**config.mk**
```make
export PLATFORM = sky130hd
export DESIGN_NAME = axr_aux_regs
export DESIGN_NICKNAME = d
export VERILOG_FILES = /design/src/axr_aux_regs.v
export VERILOG_INCLUDE_DIRS = /design/src
export SDC_FILE = /design/constraint.sdc
export NUM_CORES = 1
export LEC_CHECK = 0
export BUFFER_PORTS_ARGS = -buffer_cell sky130_fd_sc_hd__buf_2
export CELL_PAD_IN_SITES_DETAIL_PLACEMENT = 2
export CELL_PAD_IN_SITES_GLOBAL_PLACEMENT = 2
export CORE_MARGIN = 4
export CORE_UTILIZATION = 35
export DETAILED_ROUTE_END_ITERATION = 10
export MAX_ROUTING_LAYER = met4
export PLACE_DENSITY_LB_ADDON = 0.1
export RECOVER_POWER = 25
export SLEW_MARGIN = 20
export SYNTH_ARGS = -nofsm -noshare
export SYNTH_HDL_FRONTEND = slang
export SYNTH_SLANG_ARGS = --single-unit
export TNS_END_PERCENT = 30
```
**constraint.sdc**
```tcl
create_clock -name mclk -period 24.1 [get_ports mclk]
set_clock_uncertainty 0.1 [all_clocks]
set_input_delay 4.82 -clock mclk [delete_from_list [all_inputs] [get_ports mclk]]
set_output_delay 4.82 -clock mclk [all_outputs]
set_load 0.1 [all_outputs]
```
**src/axr_defs.vh**
```
`ifndef AXR_DEFS_VH
`define AXR_DEFS_VH
// Register byte offsets.
`define AXR_OFF_ID 12'h0FC
`define AXR_OFF_CMD 12'h100
`define AXR_OFF_WFIFO 12'h104
`define AXR_OFF_ADDR 12'h108
`define AXR_OFF_DIV 12'h10C
`define AXR_OFF_OVF 12'h110
// Field positions.
`define AXR_CMD_LEN_MSB 3
`define AXR_CMD_LEN_LSB 0
`define AXR_CMD_CODE_MSB 11
`define AXR_CMD_CODE_LSB 8
`define AXR_CMD_AONLY_BIT 12
`define AXR_ADDR_MSB 19
`define AXR_DIV_MSB 7
`define AXR_FILT_MSB 15
`define AXR_FILT_LSB 8
`define AXR_OVF_BIT 0
// Command codes.
`define AXR_CODE_NAT_WR 4'h8
`define AXR_CODE_NAT_RD 4'h9
`define AXR_CODE_I2C_WR 4'h0
`define AXR_CODE_I2C_WR_MOT 4'h4
`define AXR_CODE_I2C_RD 4'h1
`define AXR_CODE_I2C_RD_MOT 4'h5
`define AXR_CODE_I2C_WR_STAT 4'h2
// Direction codes.
`define AXR_DIR_TX 8'h00
`define AXR_DIR_RX 8'h01
// Reset values.
`define AXR_RST_DIV 8'h7D
`define AXR_RST_FILT 8'h18
// Bus responses.
`define AXR_RESP_OKAY 2'h0
`define AXR_RESP_SLVERR 2'h2
`endif

```
**src/axr_aux_regs.v**
```verilog
`timescale 1ns/10ps
`include "axr_defs.vh"

////////////////////////////////////////////////////////////////////////////////
// Shift-style FIFO; the head always sits in entry 0 so the output is a flop.
module axr_fifo #(
    parameter WIDTH = 34,
    parameter DEPTH = 4
) (
    input wire mclk,
    input wire rst,
    input wire s_valid,
    output wire s_ready,
    input wire [WIDTH-1:0] s_data,
    output wire m_valid,
    input wire m_ready,
    output wire [WIDTH-1:0] m_data
);
    reg [WIDTH-1:0] mem_q [0:DEPTH-1];
    reg [DEPTH-1:0] vld_q;
    wire push;
    wire pop;
    assign s_ready = ~vld_q[DEPTH-1];
    assign m_valid = vld_q[0];
    assign m_data = mem_q[0];
    assign push = s_valid & s_ready;
    assign pop = vld_q[0] & m_ready;
    genvar i;
    generate
        for (i = 0; i < DEPTH; i = i + 1) begin : g_ent
            wire nxt_vld;
            wire [WIDTH-1:0] nxt_mem;
            wire prev_vld;
            if (i == DEPTH - 1) begin : g_last
                assign nxt_vld = 1'b0;
                assign nxt_mem = {WIDTH{1'b0}};
            end else begin : g_mid
                assign nxt_vld = vld_q[i+1];
                assign nxt_mem = mem_q[i+1];
            end
            if (i == 0) begin : g_first
                assign prev_vld = 1'b1;
            end else begin : g_rest
                assign prev_vld = vld_q[i-1];
            end
            always @(posedge mclk or posedge rst) begin
                if (rst) begin
                    vld_q[i] <= 1'b0;
                    mem_q[i] <= {WIDTH{1'b0}};
                end else if (pop) begin
                    if (push && vld_q[i] && !nxt_vld) begin
                        vld_q[i] <= 1'b1;
                        mem_q[i] <= s_data;
                    end else begin
                        vld_q[i] <= nxt_vld;
                        mem_q[i] <= nxt_mem;
                    end
                end else if (push && !vld_q[i] && prev_vld) begin
                    vld_q[i] <= 1'b1;
                    mem_q[i] <= s_data;
                end
            end
        end
    endgenerate
endmodule // axr_fifo

////////////////////////////////////////////////////////////////////////////////
// How it works
// - Identification low byte reads 0x00 for transmit, 0x01 for receive.
// - Identification upper bytes report protocol major, minor and revision.
// - Writing the command register launches a request with its type and length.
// - Length field holds byte count minus one, giving 1 to 16 bytes.
// - Command bit 12 requests an address-only transfer, no data phase.
// - Command bits 11:8 select native or I2C read, write, MOT, status.
// - Payload FIFO takes one byte per write from bits 7:0, up to 16.
// - The 20-bit address register gives the burst start address.
// - A 1 MHz tick comes from dividing the host clock by the divider.
// - Divider bits 15:8 set filter width; only 8 to 48 by 8.
// - Video FIFO overflow is flagged in a clear-on-read status register.
// - Overflow is raised when video rate mismatches the transfer unit size.
// - Overflow status bit 0 reads 1 after overflow, 0 after a read taken with no new overflow in its cycle.
module axr_aux_regs #(
    parameter IS_RECEIVER = 0,
    parameter [7:0] PROTO_MAJOR = 8'h02,
    parameter [7:0] PROTO_MINOR = 8'h03,
    parameter [7:0] PROTO_REV = 8'h04,
    parameter FIFO_DEPTH = 4
) (
    input wire mclk,
    input wire rst,
    input wire [11:0] s_axi_awaddr,
    input wire s_axi_awvalid,
    output wire s_axi_awready,
    input wire [31:0] s_axi_wdata,
    input wire [3:0] s_axi_wstrb,
    input wire s_axi_wvalid,
    output wire s_axi_wready,
    output wire [1:0] s_axi_bresp,
    output wire s_axi_bvalid,
    input wire s_axi_bready,
    input wire [11:0] s_axi_araddr,
    input wire s_axi_arvalid,
    output wire s_axi_arready,
    output wire [31:0] s_axi_rdata,
    output wire [1:0] s_axi_rresp,
    output wire s_axi_rvalid,
    input wire s_axi_rready,
    input wire transfer_unit_overflow,
    output wire req_start,
    output wire [3:0] req_code,
    output wire [4:0] req_bytes,
    output wire req_addr_only,
    output wire req_is_read,
    output wire [19:0] req_address,
    output wire pay_valid,
    input wire pay_ready,
    output wire [33:0] pay_data,
    output wire tick_1us,
    output wire [7:0] filter_width
);
    localparam FW = 34;
    reg awready_q, wready_q, bvalid_q, arready_q, rvalid_q;
    reg [1:0] bresp_q, rresp_q;
    reg [31:0] rdata_q;
    reg [12:0] cmd_q;
    reg [19:0] addr_q;
    reg [7:0] div_q, filt_q, tick_cnt_q;
    reg ovf_q, start_q, is_read_q, tick_q;
    reg [4:0] bytes_q;
    reg [31:0] pack_q;
    reg [1:0] pack_cnt_q;
    wire [11:0] wa = {s_axi_awaddr[11:2], 2'b00};
    wire [11:0] ra = {s_axi_araddr[11:2], 2'b00};
    wire ff_s_ready;
    wire fifo_user = (wa == `AXR_OFF_WFIFO) || (wa == `AXR_OFF_CMD);
    // A full payload FIFO holds off the write handshake instead of dropping data.
    wire wr_go = s_axi_awvalid && s_axi_wvalid && !bvalid_q && !awready_q
        && !(fifo_user && !ff_s_ready);
    wire rd_go = s_axi_arvalid && !rvalid_q && !arready_q;
    wire wr_byte = wr_go && (wa == `AXR_OFF_WFIFO) && s_axi_wstrb[0];
    wire wr_cmd = wr_go && (wa == `AXR_OFF_CMD);
    wire [31:0] pack_next = pack_q | ({24'h000000, s_axi_wdata[7:0]} << {pack_cnt_q, 3'b000});
    reg push;
    reg [FW-1:0] push_data;
    wire [31:0] bmask = {{8{s_axi_wstrb[3]}}, {8{s_axi_wstrb[2]}},
        {8{s_axi_wstrb[1]}}, {8{s_axi_wstrb[0]}}};
    wire [31:0] cmd_w = ({19'h00000, cmd_q} & ~bmask) | (s_axi_wdata & bmask);
    wire [31:0] addr_w = ({12'h000, addr_q} & ~bmask) | (s_axi_wdata & bmask);
    wire [7:0] filt_w = s_axi_wstrb[1] ? s_axi_wdata[`AXR_FILT_MSB:`AXR_FILT_LSB] : filt_q;
    wire filt_ok = (filt_w[2:0] == 3'h0) && (filt_w != 8'h00) && (filt_w <= 8'h30);
    wire [3:0] code_w = cmd_w[`AXR_CMD_CODE_MSB:`AXR_CMD_CODE_LSB];
    wire [7:0] dir_code = (IS_RECEIVER != 0) ? `AXR_DIR_RX : `AXR_DIR_TX;

    ////////////////////////////////////////////////////////////////////////////
    // Bytes are packed four to a FIFO word; a command write flushes a partial
    // word. Word bits 33:32 hold the count of valid bytes minus one.
    always @* begin
        push = 1'b0;
        push_data = {pack_cnt_q, pack_next};
        if (wr_byte && pack_cnt_q == 2'h3) begin
            push = 1'b1;
        end else if (wr_cmd && pack_cnt_q != 2'h0) begin
            push = 1'b1;
            push_data = {pack_cnt_q - 2'h1, pack_q};
        end
    end

    axr_fifo #(.WIDTH(FW), .DEPTH(FIFO_DEPTH)) u_fifo (
        .mclk(mclk),
        .rst(rst),
        .s_valid(push),
        .s_ready(ff_s_ready),
        .s_data(push_data),
        .m_valid(pay_valid),
        .m_ready(pay_ready),
        .m_data(pay_data)
    );

    always @(posedge mclk or posedge rst) begin
        if (rst) begin
            pack_q <= 32'h00000000;
            pack_cnt_q <= 2'h0;
        end else if (push || wr_cmd) begin
            pack_q <= 32'h00000000;
            pack_cnt_q <= 2'h0;
        end else if (wr_byte) begin
            pack_q <= pack_next;
            pack_cnt_q <= pack_cnt_q + 2'h1;
        end
    end

    ////////////////////////////////////////////////////////////////////////////
    // Write channel and writable registers.
    always @(posedge mclk or posedge rst) begin
        if (rst) begin
            awready_q <= 1'b0;
            wready_q <= 1'b0;
            bvalid_q <= 1'b0;
            bresp_q <= `AXR_RESP_OKAY;
            cmd_q <= 13'h0000;
            addr_q <= 20'h00000;
            div_q <= `AXR_RST_DIV;
            filt_q <= `AXR_RST_FILT;
            start_q <= 1'b0;
            is_read_q <= 1'b0;
            bytes_q <= 5'h01;
        end else begin
            awready_q <= wr_go;
            wready_q <= wr_go;
            start_q <= wr_cmd;
            if (s_axi_bready && bvalid_q) begin
                bvalid_q <= 1'b0;
            end
            if (wr_go) begin
                bvalid_q <= 1'b1;
                bresp_q <= `AXR_RESP_OKAY;
                case (wa)
                    `AXR_OFF_CMD: begin
                        cmd_q <= cmd_w[12:0];
                        // Registered so the byte count output comes straight from a flop.
                        bytes_q <= {1'b0, cmd_w[`AXR_CMD_LEN_MSB:`AXR_CMD_LEN_LSB]} + 5'h01;
                        is_read_q <= (code_w == `AXR_CODE_NAT_RD)
                            || (code_w == `AXR_CODE_I2C_RD)
                            || (code_w == `AXR_CODE_I2C_RD_MOT);
                    end
                    `AXR_OFF_ADDR: begin
                        addr_q <= addr_w[`AXR_ADDR_MSB:0];
                    end
                    `AXR_OFF_DIV: begin
                        if (s_axi_wstrb[0]) begin
                            div_q <= s_axi_wdata[`AXR_DIV_MSB:0];
                        end
                        // Disallowed widths are ignored so the filter stays sane.
                        if (filt_ok) begin
                            filt_q <= filt_w;
                        end
                    end
                    `AXR_OFF_WFIFO, `AXR_OFF_ID, `AXR_OFF_OVF: begin
                        bresp_q <= `AXR_RESP_OKAY;
                    end
                    default: begin
                        bresp_q <= `AXR_RESP_SLVERR;
                    end
                endcase
            end
        end
    end

    ////////////////////////////////////////////////////////////////////////////
    // Read channel; reading the overflow register clears the flag.
    wire rd_ovf = rd_go && (ra == `AXR_OFF_OVF);
    always @(posedge mclk or posedge rst) begin
        if (rst) begin
            arready_q <= 1'b0;
            rvalid_q <= 1'b0;
            rresp_q <= `AXR_RESP_OKAY;
            rdata_q <= 32'h00000000;
        end else begin
            arready_q <= rd_go;
            if (s_axi_rready && rvalid_q) begin
                rvalid_q <= 1'b0;
            end
            if (rd_go) begin
                rvalid_q <= 1'b1;
                rresp_q <= `AXR_RESP_OKAY;
                rdata_q <= 32'h00000000;
                case (ra)
                    `AXR_OFF_ID: begin
                        rdata_q <= {PROTO_MAJOR, PROTO_MINOR, PROTO_REV, dir_code};
                    end
                    `AXR_OFF_CMD: begin
                        rdata_q <= {19'h00000, cmd_q};
                    end
                    `AXR_OFF_WFIFO: begin
                        rdata_q <= 32'h00000000;
                    end
                    `AXR_OFF_ADDR: begin
                        rdata_q <= {12'h000, addr_q};
                    end
                    `AXR_OFF_DIV: begin
                        rdata_q <= {16'h0000, filt_q, div_q};
                    end
                    `AXR_OFF_OVF: begin
                        rdata_q <= {31'h00000000, ovf_q};
                    end
                    default: begin
                        rresp_q <= `AXR_RESP_SLVERR;
                    end
                endcase
            end
        end
    end

    ////////////////////////////////////////////////////////////////////////////
    // Overflow flag: a new event in the clearing read's cycle stays set.
    always @(posedge mclk or posedge rst) begin
        if (rst) begin
            ovf_q <= 1'b0;
        end else if (transfer_unit_overflow) begin
            ovf_q <= 1'b1;
        end else if (rd_ovf) begin
            ovf_q <= 1'b0;
        end
    end

    ////////////////////////////////////////////////////////////////////////////
    // Timebase: divider 0 behaves as 1 so the tick never stops.
    always @(posedge mclk or posedge rst) begin
        if (rst) begin
            tick_cnt_q <= 8'h00;
            tick_q <= 1'b0;
        end else if (tick_cnt_q + 8'h01 >= div_q) begin
            tick_cnt_q <= 8'h00;
            tick_q <= 1'b1;
        end else begin
            tick_cnt_q <= tick_cnt_q + 8'h01;
            tick_q <= 1'b0;
        end
    end

    assign s_axi_awready = awready_q;
    assign s_axi_wready = wready_q;
    assign s_axi_bvalid = bvalid_q;
    assign s_axi_bresp = bresp_q;
    assign s_axi_arready = arready_q;
    assign s_axi_rvalid = rvalid_q;
    assign s_axi_rresp = rresp_q;
    assign s_axi_rdata = rdata_q;
    assign req_start = start_q;
    assign req_code = cmd_q[`AXR_CMD_CODE_MSB:`AXR_CMD_CODE_LSB];
    assign req_bytes = bytes_q;
    assign req_addr_only = cmd_q[`AXR_CMD_AONLY_BIT];
    assign req_is_read = is_read_q;
    assign req_address = addr_q;
    assign tick_1us = tick_q;
    assign filter_width = filt_q;
endmodule // axr_aux_regs

```
==> metrics.md <==
| Metric | Value |
|---|---|
| Clk root buf | clkbuf_16 |
| Max Cap Viol | 3 |
| Max Clk Rate | 0.08473 GHz |
| Adder-Cell Fraction of Synth Area | 0.01217 |
| Worst min path class | register to register |
| Vias in the first global route | 10950 |
| Net Sw Frac | 0.2858 |
| Yosys top cell by area | dfrtp_1 |
| Finished Cell Area | 0.01447 sq mm |
| Via density | 5.369 |
| CTS H-tree depth | 2 |
| CTS resizes | 0 |
| Crit Path Category | input pin to asynchronous set/reset pin |
| RSZ-0062 raised after global routing | no |
| CP arrival | 11370 ps |
| Fin. max-slew vios | 206 |
| CTS clk-pin slew, worst paths | 60 ps |
| Drt initial violations | 422 |
| CTS tree | done |
| Register bit total from synthesis | 267 |
| CTS sink cnt | 267 |
| Worst Path Max Fanout | 128 |
| ANT nets after route | 0 |
| Nets | 1468 |
| Synth area leaders | dfrtp_1 (52%), nand2_1 (6.6%), o21ai_0 (4.6%), nor2_1 (3.5%), mux2_2 (3.2%) |
| Pin count of the biggest net entering global routing | 129 |
| Reg power frac | 0.419 |
| Ys flop type | dfrtp_1 |
| Worst Hold Path Cells | 2 |
| Fin. Hold Viols | 0 |
| Compound-Gate Fraction of Synth Area | 0.1752 |
| Sum of negative setup slack | 0 ps |
| N_diodes | 0 |
| Post-synth cell types | 57 |
| Number of CTS-inserted buffers | 34 |
| P_int | 789.2 uW |
| Final setup viols | 0 |
| Sequential area share after synthesis | 0.5423 |
| Hold buffers post-CTS | 0 |
| DR pass1 iterations | 4 |
| Comb power frac | 0.119 |
| First-pass GRT wire length | 64430 um |
| Worst endpoint required time | 23670 ps |
| Initial cell density of the core | 0.3564 |
| Min cycle time layout | 11800 ps |
| Routed wire length | 40270 um |
| Failing checks | max-capacitance violations, max-slew violations |
| Most frequent cells in the layout | dfrtp_1 (258), nand2_1 (216), buf_2 (155) |
| Synth top area share | 0.5232 |
| Slowest stage delay, CP | 3310 ps |
| Total number of vias | 10020 |
| Post-synthesis simple-gate area fraction | 0.1672 |
| Least-Margin Pin Slew | 5966 ps |
| Die area | 0.03833 sq mm |
| Wirelength per Cell | 21.58 um |
| Share of layout cells above drive strength 1 | 0.2169 |
| Ys async rst share | 1.000 |
| Dpl hpwl | 26540 um |
| YS warnings | 0 |
| Drc violations | 0 |
| Multiplexer share of the synthesized area | 0.04329 |
| Final Util | 0.4180 |
| XOR/XNOR Fraction of Synth Area | 0.006388 |
| I/O pins | 186 |
| Slew HR | -2.999 |
| Commonest non-fill, non-tap cell in the layout | dfrtp_1 |
| VDD IR-drop max | 48.54 uV |
| CP Capture Type | asynchronous set/reset pin |
| CP startpoint kind | input pin |
| R2r worst-path depth | 7 |
| Crit-path slowest cell | clkinvlp_2 |
| Gr usage total | 0.2147 |
| Gpl congestion | 0.7763 |
| Worst-Skew Late Latency | 510 ps |
| IO buf count | 155 |
| Avg Cell Area, Syn | 9.732 sq um |
| Status | complete, but fails checks |
| Clock Power Share | 0.462 |
| Post-synth design cell area | 0.01234 sq mm |
| Power density cells | 76.35 mW/mm^2 |
| Placed inst area | 0.01337 sq mm |
| Largest family of logic cells by synthesized area | compound AO/OA/AOI/OAI gates |
| Core Area | 0.03463 sq mm |
| Post-CTS setup buffer count | 0 |
| Leak | 0.007049 uW |
| Tcrit/Tclk final | 0.4897 |
| Rows | 68 |
| Area Overhead vs Synth | 17.29% |
| Max Root-Sink Buffers | 3 |
| Die Span X | 195.8 um |
| EDFF count, synth | 0 |
| Initial antenna violation count | 0 |
| Crit-path cells | buf_2 > clkinvlp_2 > clkbuf_1 |
| Psw | 315.8 uW |
| Die Ht | 195.8 um |
| Cells after Synth | 1268 |
| Remaining global-route overflow | 0 |
==> metal layers <==
metal / global-route usage / vias to the layer above / share of wire
li1: - / 4601 / -
met1: 0.2947 / 5213 / 0.47
met2: 0.3482 / 157 / 0.48
met3: 0.02507 / 47 / 0.032
met4: 0.04293 / 0 / 0.017
met5: - / - / 0
==> final timing paths <==
check	startpoint	endpoint	slack [ps]
worst min-delay path	s_axi_rdata[25]$_DFFE_PP0P_	s_axi_rdata[25]$_DFFE_PP0P_	360
worst max-delay path	rst	u_fifo.g_ent[1].nxt_mem[32]$_DFFE_PP0P_	12300
worst min register to register	s_axi_rdata[25]$_DFFE_PP0P_	s_axi_rdata[25]$_DFFE_PP0P_	360
max in group mclk	s_axi_wvalid	u_fifo.m_data[29]$_DFFE_PP0P_	15800
worst max register to register	s_axi_bvalid$_DFFE_PP0P_	u_fifo.m_data[29]$_DFFE_PP0P_	19790
min in group asynchronous	rst	s_axi_wready$_DFF_PP0_	6100
==> synth_stat cells (2+ instances only) <==
| cell | instances |
|---|---|
| a21boi_0 | 7 |
| a21o_1 | 3 |
| a21oi_1 | 53 |
| a221oi_1 | 11 |
| a22o_1 | 17 |
| a22oi_1 | 30 |
| a31o_2 | 19 |
| a31oi_1 | 18 |
| a32oi_1 | 5 |
| and2_1 | 18 |
| and2b_1 | 4 |
| and3_1 | 3 |
| and4b_1 | 2 |
| buf_2 | 28 |
| buf_4 | 18 |
| buf_6 | 7 |
| clkbuf_1 | 48 |
| dfrtp_1 | 258 |
| dfstp_2 | 9 |
| ha_1 | 12 |
| inv_1 | 30 |
| mux2_2 | 35 |
| mux2i_1 | 14 |
| nand2_1 | 216 |
| nand2b_1 | 28 |
| nand3_1 | 20 |
| nand4_1 | 7 |
| nor2_1 | 116 |
| nor2b_1 | 4 |
| nor3_1 | 3 |
| nor4_1 | 6 |
| nor4_4 | 5 |
| o21ai_0 | 114 |
| o21ai_1 | 62 |
| o31a_1 | 5 |
| o31ai_1 | 2 |
| o31ai_4 | 2 |
| or3_1 | 3 |
| xnor2_1 | 4 |
| xor2_1 | 5 |
==> flip-flops by register name, indices dropped and copies added, names as in the netlist, 2 cells and up, named ones only <==
name / flops
u_fifo.g_ent.nxt_vld: 3
s_axi_rdata: 21
u_fifo.m_data: 34
pack_cnt_q: 2
u_fifo.g_ent.nxt_mem: 102
tick_cnt_q: 8
pack_q: 32
filter_width: 8
div_q: 8
req_bytes: 5
cmd_q: 8
==> stage by stage <==
| stage | std cells | hold slack (ps) | power, uW | worst slack, ps |
|---|---|---|---|---|
| after detailed placement | 1805 | 350.5 | 603.8 | 16330 |
| final | 1866 | 362.8 | 1105 | 12300 |
| after floorplan | 1280 | 333.4 | 573.9 | 11840 |
| after CTS | 1865 | 363.3 | 1122 | 16810 |
| after global routing | 1866 | 388.6 | 1148 | 10620 |
| after global placement | 1805 | 343.8 | 602.1 | 16370 |
==> logic make-up after synthesis <==
group | Yosys count
AND/OR/NAND/NOR | 444
AO/OA/AOI/OAI | 353
flip-flops | 267
other | 1
XOR/XNOR | 9
adder cells (fa/ha/maj) | 12
buffers and inverters | 133
multiplexers | 49
==> power groups by stage <==
stage                     clock, uW  sequential, uW  combinational [uW]
after CTS                       525             463                 134
after global placement            0             470                 132
after floorplan                   0             535                39.3
final                           511             463                 131
after detailed placement          0             471                 133
after global routing            546             464                 138
==> worst max-delay path: cells and delay by family <==
| kind | cells | cell delay [ps] |
|---|---|---|
| buffers and inverters | 3 | 6450 |
==> cell type report <==
| type | count | area [sq um] |
|---|---|---|
| clock buffers | 52 | 1020 |
| clock inverters | 8 | 97.59 |
| fillers | 3810 | 20150 |
| inverters | 31 | 117.6 |
| multi-input cells | 880 | 5070 |
| flip-flops and latches | 267 | 6693 |
| well taps | 455 | 569.3 |
| repair buffers | 173 | 907.1 |
(Power assumes the default switching activity.)
